File: config.mk
export PLATFORM = sky130hd
export DESIGN_NAME = acb_timebase
export DESIGN_NICKNAME = d
export VERILOG_FILES = /design/src/verilog/acb_timebase.v /design/src/verilog/acb_sync_edge.v /design/src/verilog/acb_tick_gen.v
export VERILOG_INCLUDE_DIRS = /design/src /design/src/verilog
export SDC_FILE = /design/constraint.sdc
export NUM_CORES = 1
export LEC_CHECK = 0
export ABC_AREA = 1
export BUFFER_PORTS_ARGS = -buffer_cell sky130_fd_sc_hd__buf_2
export CORE_MARGIN = 4
export CORE_UTILIZATION = 35
export CTS_CLUSTER_DIAMETER = 200
export DETAILED_ROUTE_END_ITERATION = 16
export PLACE_DENSITY = 0.69
export SYNTH_ARGS = -nofsm -noshare
export SYNTH_HDL_FRONTEND = slang
export SYNTH_SLANG_ARGS = --single-unit
File: constraint.sdc
create_clock -name clk_i -period 1.9 [get_ports clk_i]
set_input_delay 0.57 -clock clk_i [delete_from_list [all_inputs] [get_ports clk_i]]
set_output_delay 0.57 -clock clk_i [all_outputs]
set_load 0.005 [all_outputs]
File: src/verilog/acb_consts.vh
// constants for the counter_array timebase: register map, fields, codes
// assumes inclusion by bare name from each design file that needs them
`ifndef ACB_CONSTS_VH
`define ACB_CONSTS_VH

////////////////////////////////////////////////////////////////////////
// register byte offsets (one aligned 32-bit word each)
`define ACB_OFF_CNT_LO 5'h00
`define ACB_OFF_CNT_HI 5'h04
`define ACB_OFF_MODE 5'h08
`define ACB_OFF_STATUS 5'h0c
`define ACB_OFF_MASK 5'h10

////////////////////////////////////////////////////////////////////////
// array_mode_reg fields
`define ACB_MODE_SEL_LSB 1
`define ACB_MODE_SEL_MSB 3
`define ACB_MODE_IDLE_BIT 7
// status and mask fields
`define ACB_STAT_OVF_BIT 0

////////////////////////////////////////////////////////////////////////
// reset values and counter maximum
`define ACB_RST_MODE 8'h00
`define ACB_RST_MASK 1'b0
`define ACB_RST_COUNT 16'h0000
`define ACB_COUNT_MAX 16'hffff

////////////////////////////////////////////////////////////////////////
// timebase_select codes
`define ACB_SEL_DIV12 3'h0
`define ACB_SEL_DIV4 3'h1
`define ACB_SEL_T0OVF 3'h2
`define ACB_SEL_EXTIN 3'h3
`define ACB_SEL_SYSTEM_CLOCK 3'h4
`define ACB_SEL_OSC8 3'h5

////////////////////////////////////////////////////////////////////////
// divide ratios
`define ACB_DIV_SLOW 12
`define ACB_DIV_FAST 4
`define ACB_DIV_OSC 8

`endif

File: src/verilog/acb_timebase.v
// counter_array timebase: 16-bit free-running counter with snapshot read
// assumes an Avalon-MM master with byte addresses; all inputs synchronous
// except ext_count_input_i and ext_osc_i, which are synchronised inside
`timescale 1ns/1ps
`include "acb_consts.vh"
module acb_timebase #(
  parameter DIV_SLOW = `ACB_DIV_SLOW,
  parameter DIV_FAST = `ACB_DIV_FAST,
  parameter DIV_OSC = `ACB_DIV_OSC
) (
  // clock and reset
  input wire clk_i,
  input wire rst_n_i,
  // avalon-mm slave
  input wire [4:0] avs_address_i,
  input wire avs_read_i,
  input wire avs_write_i,
  input wire [31:0] avs_writedata_i,
  input wire [3:0] avs_byteenable_i,
  output wire [31:0] avs_readdata_o,
  output wire avs_waitrequest_o,
  // count sources and system state
  input wire timer0_ovf_i,
  input wire ext_count_input_i,
  input wire ext_osc_i,
  input wire cpu_idle_i,
  // outputs to the capture modules and interrupt controller
  output wire [15:0] count_o,
  output wire overflow_pulse_o,
  output wire irq_o
);

  ////////////////////////////////////////////////////////////////////////
  // declarations
  reg [15:0] count_ff;
  reg [15:0] nxt_count;
  reg [7:0] snapshot_ff;
  reg [7:0] nxt_snapshot;
  reg [2:0] timebase_select_ff;
  reg [2:0] nxt_timebase_select;
  reg idle_suspend_ff;
  reg nxt_idle_suspend;
  reg overflow_flag_ff;
  reg nxt_overflow_flag;
  reg overflow_irq_enable_ff;
  reg nxt_overflow_irq_enable;
  reg ovf_pulse_ff;
  reg irq_ff;
  reg waitreq_ff;
  reg nxt_waitreq;
  reg [31:0] readdata_ff;
  reg [31:0] nxt_readdata;
  reg [31:0] rd_mux;
  // mode reset image, split into its fields at reset
  localparam [7:0] RST_MODE = `ACB_RST_MODE;

  wire tick;
  wire run;
  wire cnt_en;
  wire wrap;
  wire req;
  wire accept;
  wire done;
  wire wr_done;
  wire rd_accept;
  wire lane0;
  wire [7:0] wbyte;
  wire sel_cnt_lo;
  wire sel_cnt_hi;
  wire sel_mode;
  wire sel_status;
  wire sel_mask;

  ////////////////////////////////////////////////////////////////////////
  // timebase selection and prescaling
  acb_tick_gen #(
    .DIV_SLOW(DIV_SLOW),
    .DIV_FAST(DIV_FAST),
    .DIV_OSC(DIV_OSC)
  ) u_tick (
    .clk_i(clk_i),
    .rst_n_i(rst_n_i),
    .timebase_select_i(timebase_select_ff),
    .timer0_ovf_i(timer0_ovf_i),
    .ext_count_input_i(ext_count_input_i),
    .ext_osc_i(ext_osc_i),
    .tick_o(tick)
  );

  ////////////////////////////////////////////////////////////////////////
  // bus handshake
  // one wait state: the request is seen with waitrequest high, then
  // waitrequest drops for exactly one cycle, at whose end it completes
  assign req = avs_read_i | avs_write_i;
  assign accept = req & waitreq_ff;
  assign done = req & ~waitreq_ff;
  assign wr_done = done & avs_write_i;
  assign rd_accept = avs_read_i & waitreq_ff;
  assign lane0 = avs_byteenable_i[0];
  assign wbyte = avs_writedata_i[7:0];

  // address decode
  assign sel_cnt_lo = (avs_address_i == `ACB_OFF_CNT_LO);
  assign sel_cnt_hi = (avs_address_i == `ACB_OFF_CNT_HI);
  assign sel_mode = (avs_address_i == `ACB_OFF_MODE);
  assign sel_status = (avs_address_i == `ACB_OFF_STATUS);
  assign sel_mask = (avs_address_i == `ACB_OFF_MASK);

  always @* begin
    nxt_waitreq = 1'b1;
    if (accept) begin
      nxt_waitreq = 1'b0;
    end
  end

  ////////////////////////////////////////////////////////////////////////
  // read data path
  // the high-byte word always returns the snapshot, so a low-then-high
  // pair is coherent even if the counter carries in between
  always @* begin
    rd_mux = 32'h0000_0000;
    if (sel_cnt_lo) begin
      rd_mux[7:0] = count_ff[7:0];
    end else if (sel_cnt_hi) begin
      rd_mux[7:0] = snapshot_ff;
    end else if (sel_mode) begin
      rd_mux[`ACB_MODE_SEL_MSB:`ACB_MODE_SEL_LSB] = timebase_select_ff;
      rd_mux[`ACB_MODE_IDLE_BIT] = idle_suspend_ff;
    end else if (sel_status) begin
      rd_mux[`ACB_STAT_OVF_BIT] = overflow_flag_ff;
    end else if (sel_mask) begin
      rd_mux[`ACB_STAT_OVF_BIT] = overflow_irq_enable_ff;
    end
  end

  always @* begin
    nxt_readdata = readdata_ff;
    if (rd_accept) begin
      nxt_readdata = rd_mux;
    end
  end

  ////////////////////////////////////////////////////////////////////////
  // snapshot of the high byte
  // captured together with the low byte so both come from one count value
  always @* begin
    nxt_snapshot = snapshot_ff;
    if (rd_accept && sel_cnt_lo) begin
      nxt_snapshot = count_ff[15:8];
    end
  end

  ////////////////////////////////////////////////////////////////////////
  // mode and mask registers
  always @* begin
    nxt_timebase_select = timebase_select_ff;
    nxt_idle_suspend = idle_suspend_ff;
    nxt_overflow_irq_enable = overflow_irq_enable_ff;
    if (wr_done && lane0 && sel_mode) begin
      nxt_timebase_select = wbyte[`ACB_MODE_SEL_MSB:`ACB_MODE_SEL_LSB];
      nxt_idle_suspend = wbyte[`ACB_MODE_IDLE_BIT];
    end
    if (wr_done && lane0 && sel_mask) begin
      nxt_overflow_irq_enable = wbyte[`ACB_STAT_OVF_BIT];
    end
  end

  ////////////////////////////////////////////////////////////////////////
  // counter
  // idle gating only applies when software asked for it
  assign run = ~(idle_suspend_ff & cpu_idle_i);
  assign cnt_en = tick & run;
  assign wrap = cnt_en && (count_ff == `ACB_COUNT_MAX);

  // reads never touch the count; a software write to a byte wins over
  // the increment of that cycle, other byte still advances normally
  always @* begin
    nxt_count = count_ff;
    if (cnt_en) begin
      nxt_count = count_ff + 16'h0001;
    end
    if (wr_done && lane0 && sel_cnt_lo) begin
      nxt_count[7:0] = wbyte;
    end
    if (wr_done && lane0 && sel_cnt_hi) begin
      nxt_count[15:8] = wbyte;
    end
  end

  ////////////////////////////////////////////////////////////////////////
  // overflow flag
  // write one clears; a wrap in the same cycle wins so no event is lost
  always @* begin
    nxt_overflow_flag = overflow_flag_ff;
    if (wr_done && lane0 && sel_status && wbyte[`ACB_STAT_OVF_BIT]) begin
      nxt_overflow_flag = 1'b0;
    end
    if (wrap) begin
      nxt_overflow_flag = 1'b1;
    end
  end

  ////////////////////////////////////////////////////////////////////////
  // state registers
  always @(posedge clk_i or negedge rst_n_i) begin
    if (!rst_n_i) begin
      count_ff <= `ACB_RST_COUNT;
      snapshot_ff <= 8'h00;
      timebase_select_ff <= RST_MODE[`ACB_MODE_SEL_MSB:`ACB_MODE_SEL_LSB];
      idle_suspend_ff <= RST_MODE[`ACB_MODE_IDLE_BIT];
      overflow_flag_ff <= 1'b0;
      overflow_irq_enable_ff <= `ACB_RST_MASK;
      ovf_pulse_ff <= 1'b0;
      irq_ff <= 1'b0;
      waitreq_ff <= 1'b1;
      readdata_ff <= 32'h0000_0000;
    end else begin
      count_ff <= nxt_count;
      snapshot_ff <= nxt_snapshot;
      timebase_select_ff <= nxt_timebase_select;
      idle_suspend_ff <= nxt_idle_suspend;
      overflow_flag_ff <= nxt_overflow_flag;
      overflow_irq_enable_ff <= nxt_overflow_irq_enable;
      ovf_pulse_ff <= wrap;
      // request only while enabled; flag itself is unaffected
      irq_ff <= nxt_overflow_flag & nxt_overflow_irq_enable;
      waitreq_ff <= nxt_waitreq;
      readdata_ff <= nxt_readdata;
    end
  end

  ////////////////////////////////////////////////////////////////////////
  // outputs
  assign avs_readdata_o = readdata_ff;
  assign avs_waitrequest_o = waitreq_ff;
  assign count_o = count_ff;
  assign overflow_pulse_o = ovf_pulse_ff;
  assign irq_o = irq_ff;

endmodule

File: src/verilog/acb_sync_edge.v
// two-flop synchroniser with edge detection for one slow input
// assumes the input changes no faster than a few system clocks
`timescale 1ns/1ps
module acb_sync_edge (
  // clock and reset
  input wire clk_i,
  input wire rst_n_i,
  // raw input
  input wire async_i,
  // synchronised edge pulses
  output wire rise_o,
  output wire fall_o
);

  reg meta_ff;
  reg sync_ff;
  reg prev_ff;

  // first stage feeds only the second
  always @(posedge clk_i or negedge rst_n_i) begin
    if (!rst_n_i) begin
      meta_ff <= 1'b0;
      sync_ff <= 1'b0;
      prev_ff <= 1'b0;
    end else begin
      meta_ff <= async_i;
      sync_ff <= meta_ff;
      prev_ff <= sync_ff;
    end
  end

  assign rise_o = sync_ff & ~prev_ff;
  assign fall_o = ~sync_ff & prev_ff;

endmodule

File: src/verilog/acb_tick_gen.v
// count-enable generator: picks one timebase from the select code
// assumes timer0_ovf_i is a one-cycle pulse in the system clock domain
`timescale 1ns/1ps
`include "acb_consts.vh"
module acb_tick_gen #(
  parameter DIV_SLOW = `ACB_DIV_SLOW,
  parameter DIV_FAST = `ACB_DIV_FAST,
  parameter DIV_OSC = `ACB_DIV_OSC
) (
  // clock and reset
  input wire clk_i,
  input wire rst_n_i,
  // selection
  input wire [2:0] timebase_select_i,
  // sources
  input wire timer0_ovf_i,
  input wire ext_count_input_i,
  input wire ext_osc_i,
  // one-cycle count enable
  output wire tick_o
);

  reg [3:0] slow_cnt_ff;
  reg [3:0] fast_cnt_ff;
  reg [3:0] osc_cnt_ff;
  reg osc_tick_ff;
  reg tick;
  wire ext_fall;
  wire osc_rise;
  wire slow_wrap;
  wire fast_wrap;
  wire osc_wrap;

  ////////////////////////////////////////////////////////////////////////
  // external sources pass a synchroniser before use
  acb_sync_edge u_ext_in (
    .clk_i(clk_i),
    .rst_n_i(rst_n_i),
    .async_i(ext_count_input_i),
    .rise_o(),
    .fall_o(ext_fall)
  );

  acb_sync_edge u_osc (
    .clk_i(clk_i),
    .rst_n_i(rst_n_i),
    .async_i(ext_osc_i),
    .rise_o(osc_rise),
    .fall_o()
  );

  ////////////////////////////////////////////////////////////////////////
  // free-running prescalers
  assign slow_wrap = (slow_cnt_ff == DIV_SLOW[3:0] - 4'h1);
  assign fast_wrap = (fast_cnt_ff == DIV_FAST[3:0] - 4'h1);
  assign osc_wrap = osc_rise && (osc_cnt_ff == DIV_OSC[3:0] - 4'h1);

  always @(posedge clk_i or negedge rst_n_i) begin
    if (!rst_n_i) begin
      slow_cnt_ff <= 4'h0;
      fast_cnt_ff <= 4'h0;
      osc_cnt_ff <= 4'h0;
      osc_tick_ff <= 1'b0;
    end else begin
      slow_cnt_ff <= slow_wrap ? 4'h0 : slow_cnt_ff + 4'h1;
      fast_cnt_ff <= fast_wrap ? 4'h0 : fast_cnt_ff + 4'h1;
      if (osc_rise) begin
        osc_cnt_ff <= osc_wrap ? 4'h0 : osc_cnt_ff + 4'h1;
      end
      osc_tick_ff <= osc_wrap;
    end
  end

  ////////////////////////////////////////////////////////////////////////
  // source mux
  always @* begin
    case (timebase_select_i)
      `ACB_SEL_DIV12: tick = slow_wrap;
      `ACB_SEL_DIV4: tick = fast_wrap;
      `ACB_SEL_T0OVF: tick = timer0_ovf_i;
      `ACB_SEL_EXTIN: tick = ext_fall;
      `ACB_SEL_SYSTEM_CLOCK: tick = 1'b1;
      `ACB_SEL_OSC8: tick = osc_tick_ff;
      default: tick = 1'b0;
    endcase
  end

  assign tick_o = tick;

endmodule

== Word level (Yosys, flattened, before mapping) ==
Cells that the tools add are included.

* Equal/unequal tests: 13
* Muxes and demuxes: 20
* Add/sub/neg operators: 4
* Reduce and logical (&&, ||, !) cells: 14
* Bitwise gates (word level): 14

{| class="wikitable"
|+ Operators by type and width
! cell !! number
|-
| $mux W8 || 3
|-
| $add A16 B1 Y16 const B || 1
|-
| $eq A16 B16 Y1 const B || 1
|-
| $mux W16 || 1
|-
| $mux W4 || 4
|-
| $add A4 B1 Y4 const B || 3
|-
| $eq A5 B4 Y1 const B || 2
|-
| $logic_and A1 B1 Y1 || 10
|-
| $and A1 B1 Y1 || 9
|-
| $mux W1 || 9
|-
| $eq A3 B2 Y1 const B || 2
|-
| $eq A3 B3 Y1 const B || 2
|-
| $mux W3 || 2
|-
| $pmux W1 S6 || 1
|-
| $eq A5 B3 Y1 const B || 1
|-
| $eq A5 B5 Y1 const B || 1
|-
| $logic_not A5 Y1 || 1
|-
| $eq A4 B2 Y1 const B || 1
|-
| $eq A4 B3 Y1 const B || 1
|-
| $eq A4 B4 Y1 const B || 1
|-
| $not A1 Y1 || 4
|-
| $reduce_bool A2 Y1 || 2
|-
| $eq A3 B1 Y1 const B || 1
|-
| $logic_not A3 Y1 || 1
|-
| $or A1 B1 Y1 || 1
|}

* Output and inout port bits: 51
* Flip-flop bits (word level): 60
* Input port bits: 49
* Logic and storage cells: 86

== Longest topological paths before layout ==
* Depth in word-level cells: 9
* Mapped depth: 10

== By module ==
From an unflattened synthesis, not the netlist that was laid out.

* Cells, all modules: 433
* Area, all modules: 3345.7 um2

{| class="wikitable"
|+ Modules (own cells, without submodules)
! module !! sequential area each (um2) !! times used !! cells an instance !! area an instance (um2)
|-
| acb_timebase || 1027.2 || 1 || 353 || 2570.0
|-
| acb_tick_gen || 325.3 || 1 || 66 || 595.6
|-
| acb_sync_edge || 75.1 || 2 || 7 || 90.1
|}

== Worst setup path before layout ==
OpenSTA, ideal clock, no wires.

* Path kind: input to register
* Start: input avs_byteenable_i[0]
* End: register count_ff[10] (netlist: count_o[10])
* Required time: 1783 ps
* Setup slack: 402 ps
* Setup time: 117 ps
* Arrival time: 1382 ps
* Cell stages on the path: 10
* Path through: nand2_1 nor2_4 inv_2 nor2_4 inv_2 buf_6 nand2_1 o21ai_1 nand2_1 nand2_1

* Cells in the longest elaborated chain, start to end: 3
* Elaborated cells between the ends (all ways): 4
* Those cells by class: mux: 1; reduce/logical: 3

{| class="wikitable"
|+ RTL lines
! element !! RTL line !! RTL
|-
| start: declaration || acb_timebase.v:19 || <nowiki>input wire [3:0] avs_byteenable_i,</nowiki>
|-
| $logic_and A1 B1 Y1 * (2 in series) || acb_timebase.v:185 || <nowiki>if (wr_done && lane0 && sel_cnt_hi) begin</nowiki>
|-
| $mux W8 / $reduce_bool A2 Y1 (equally long branches) || n/a ||
|-
| end signal: assignment || acb_timebase.v:207 || <nowiki>count_ff <= `ACB_RST_COUNT;</nowiki>
|-
| end signal: assignment || acb_timebase.v:218 || <nowiki>count_ff <= nxt_count;</nowiki>
|-
| end: declaration || acb_timebase.v:35 || <nowiki>reg [15:0] count_ff;</nowiki>
|}

Mark *: on every way between the ends. The rest lies on a longest branch, timed or not.
A chain may end at the register's enable or synchronous reset.

== Worst setup path after layout ==
* Start: register count_ff[6] (netlist: count_o[6])
* End: output count_o[6]

{| class="wikitable"
|+ RTL lines
! element !! RTL line !! RTL
|-
| end: declaration || acb_timebase.v:28 || <nowiki>output wire [15:0] count_o,</nowiki>
|}

No word-level cell between the ends.

==> flow_summary.ini <==
[setup_path]
max_stage_delay_ns = 0.40
crit_chain = buf_4 > buf_2
setup.worst_path.class = flop to output port
path_delay_family = flip-flops
crit_path_start_kind = flop
crit_fanout = 4
slowest_stage = dfrtp_1
worstPathArrival_ns = 1.03
cp-end-kind = output port
cp.required_ns = 1.33
cp_num_buf_inv = 2

[timing]
setup_viol = 0
drv_slew = 0
fin_crit_sh = 0.845
rsz0062_at_grt = no
finalHoldViolCount = 0
fin_crit_ns = 1.60
clock_skew_ns = 0.0157
setup_tns_ns = 0
max_freq_mhz = 623

[cts]
cts.sink_count = 60
htree_levels = 3
cts_buffers = 9
cts.path.max_buffers = 2
root_buffer = clkbuf_8
ctsHoldBuffers = 0
insertion_delay_ns = 0.35
cts_tree = yes
post-cts-setup-buffers = 0
clkTransAtPathRegs_ns = 0.08
ctsResizeCount = 0

[power_and_ir_drop]
swShare = 0.337
combPwrFrac = 0.231
clock_power_share = 0.320
p_switching_mw = 1.25
ir_worst_vdd_uv = 391
p_per_area_nw_per_um2 = 947
p_int_mw = 2.45
power.static_leakage_nw = 2.04
power_frac_seq = 0.448

[grt]
grt_pass1_vias = 2798
grt_first_pass_wirelength_mm = 13.6
overflow = 0
grt_usage = 0.150
grt_max_degree = 61
antenna_found_initial = 0

[synthesis]
synth.distinct_cells = 31
syn_avg_cell_area_um2 = 7.73
postSynthCellCount = 438
ys_warn_count = 0
yosysSeqAreaShare = 0.444
ys_ff_latch = 60
syn_area_um2 = 3390

[placed_design]
dp_hpwl_mm = 6.16
numPortBuffers = 48
routabilityCongestion = 0.849

[layout]
layout.nets = 551
fillers = 965
drive_gt1_frac = 0.201
multi_input_area_um2 = 1530
fin_util = 0.419
regArea_um2 = 1500
n_antenna_cell = 0
area_delta_synth_final_pct = 15.4

[routing]
via_per_inst = 4.56
via_count = 2877
first_iter_violations = 182
route.met2.wl_mm = 3.62
routed_wl_mm = 7.99
ant_nets = 0
drc = 0
wl_met3_um = 601
dr.pass1.iters = 4
wl_per_cell_um = 12.7
m1WireLength_mm = 3.70
topRoutingLayerUsed = met4

[floorplanning]
dieWidth_um = 106
coreArea_um2 = 9330
ioPinCount = 100
core.rowCount = 35
fp.dieArea_um2 = 11300
start_util = 0.363
die_h_um = 106

[job]
cap_violations = 0

[outcome]
status = finished clean

[hold_path]
holdCritPathClass = input pin to asynchronous set/reset pin
==> cell usage after synthesis <==
library cell	count	share of area
nor2_8	1	0.0059
nor3_1	5	0.0074
ha_1	4	0.015
buf_4	24	0.053
xnor2_1	3	0.0078
o211ai_2	2	0.0074
buf_6	4	0.013
conb_1	1	0.0011
or2_0	2	0.0037
nor2_2	4	0.0074
a21bo_2	1	0.0030
o21ai_1	17	0.025
nand2_2	3	0.0055
o21ai_2	3	0.0078
nand3_2	2	0.0059
dfstp_2	1	0.0078
inv_4	1	0.0018
o21ai_0	21	0.031
buf_2	1	0.0015
nand3_1	39	0.058
nand3b_1	1	0.0022
inv_2	7	0.0078
nand4_1	6	0.011
nor2_1	32	0.035
nand2_4	2	0.0067
xor2_1	6	0.016
a21oi_1	3	0.0044
nand2_1	133	0.15
inv_1	46	0.051
dfrtp_1	59	0.44
nor2_4	4	0.013
==> worst reg2reg max path: stages, from the launching register on <==
cell and delay, ns:
dfrtp_1 0.45, ha_1 0.23, nand2_1 0.11, nor2_2 0.17, nand3_1 0.12, nor3_1 0.15, nand2_1 0.07, nor3_1 0.18
==> per-stage QoR <==
stage | worst slack [ns] | std cells | total power, mW | cell area, um^2 | hold slack, ns
after floorplan | 0.402 | 461 | 2.21 | 3470 | 0.274
after global placement | 0.127 | 616 | 2.51 | 3710 | 0.334
after detailed placement | 0.0982 | 616 | 2.54 | 3710 | 0.336
after CTS | 0.284 | 631 | 3.73 | 3910 | 0.222
after global routing | 0.155 | 631 | 3.94 | 3910 | 0.218
final | 0.295 | 631 | 3.70 | 3910 | 0.191
==> kinds of logic after synthesis <==
family / synth area share
AO/OA/AOI/OAI: 0.0787
buffers and inverters: 0.129
other: 0.00111
flip-flops: 0.444
XOR/XNOR: 0.0233
AND/OR/NAND/NOR: 0.310
adder cells (fa/ha/maj): 0.0148
==> path summary, 6_finish.rpt <==
| check | startpoint | endpoint | slack, ns | depth (start not counted) |
|---|---|---|---|---|
| max | count_o[6] | count_o[6] | 0.30 | 2 |
| max reg2reg | count_o[1] | overflow_pulse_o | 0.33 | 7 |
| min in group clk_i | ext_osc_i | u_tick.u_osc.meta_ff | 0.33 | 1 |
| min | rst_n_i | count_o[14] | 0.19 | 2 |
| max in group asynchronous | rst_n_i | avs_waitrequest_o | 1.38 | 2 |
| min reg2reg | u_tick.u_osc.meta_ff | u_tick.u_osc.sync_ff | 0.35 | 0 |
==> metal layers <==
metal / vias to the layer above / global-route usage
met4: 0 / 0.0342
met5: - / 0
met3: 9 / 0.0474
met1: 1323 / 0.206
li1: 1458 / -
met2: 87 / 0.233
==> placed cells by master, fill, tap and decap left out, types with 4 or more instances in the layout <==
| master | count |
|---|---|
| nor2_1 | 32 |
| buf_2 | 48 |
| nor2_4 | 4 |
| nor3_1 | 5 |
| o21ai_0 | 21 |
| nand2_1 | 133 |
| clkbuf_8 | 11 |
| buf_4 | 6 |
| inv_2 | 7 |
| conb_1 | 24 |
| xor2_1 | 6 |
| nand4_1 | 6 |
| o21ai_1 | 17 |
| ha_1 | 4 |
| dfrtp_1 | 59 |
| inv_1 | 46 |
| nor2_2 | 4 |
| nand3_1 | 39 |
==> power by group through the flow <==
| stage | Combinational (mW) | Sequential (mW) | Clock, mW |
|---|---|---|---|
| 2_1_floorplan | 0.566 | 1.64 | 0 |
| 3_3_place_gp | 0.833 | 1.67 | 0 |
| 3_5_place_dp | 0.859 | 1.68 | 0 |
| 4_1_cts | 0.863 | 1.66 | 1.21 |
| 5_1_grt | 0.989 | 1.69 | 1.26 |
| 6_report | 0.856 | 1.66 | 1.19 |
==> layout make-up <==
class	count	share of cell area
flip-flops and latches	60	0.384
inverters	54	0.0525
clock inverters	4	0.0125
well taps	129	0.0413
repair buffers	55	0.0781
multi-input cells	318	0.392
clock buffers	11	0.0387
==> registers in the layout, indices dropped and copies added (netlist names) <==
signal and flops:
idle_suspend_ff 1, overflow_pulse_o 1, u_tick.slow_cnt_ff 4, u_tick.fast_cnt_ff 4
u_tick.u_ext_in.meta_ff 1, overflow_irq_enable_ff 1, avs_readdata_o 8, count_o 16
snapshot_ff 8, timebase_select_ff 3, irq_o 1, u_tick.u_ext_in.prev_ff 1
avs_waitrequest_o 1, u_tick.u_osc.meta_ff 1, u_tick.u_ext_in.sync_ff 1, u_tick.u_osc.sync_ff 1
u_tick.osc_tick_ff 1, u_tick.osc_cnt_ff 4, u_tick.u_osc.prev_ff 1, overflow_flag_ff 1
(Power assumes the default switching activity.)
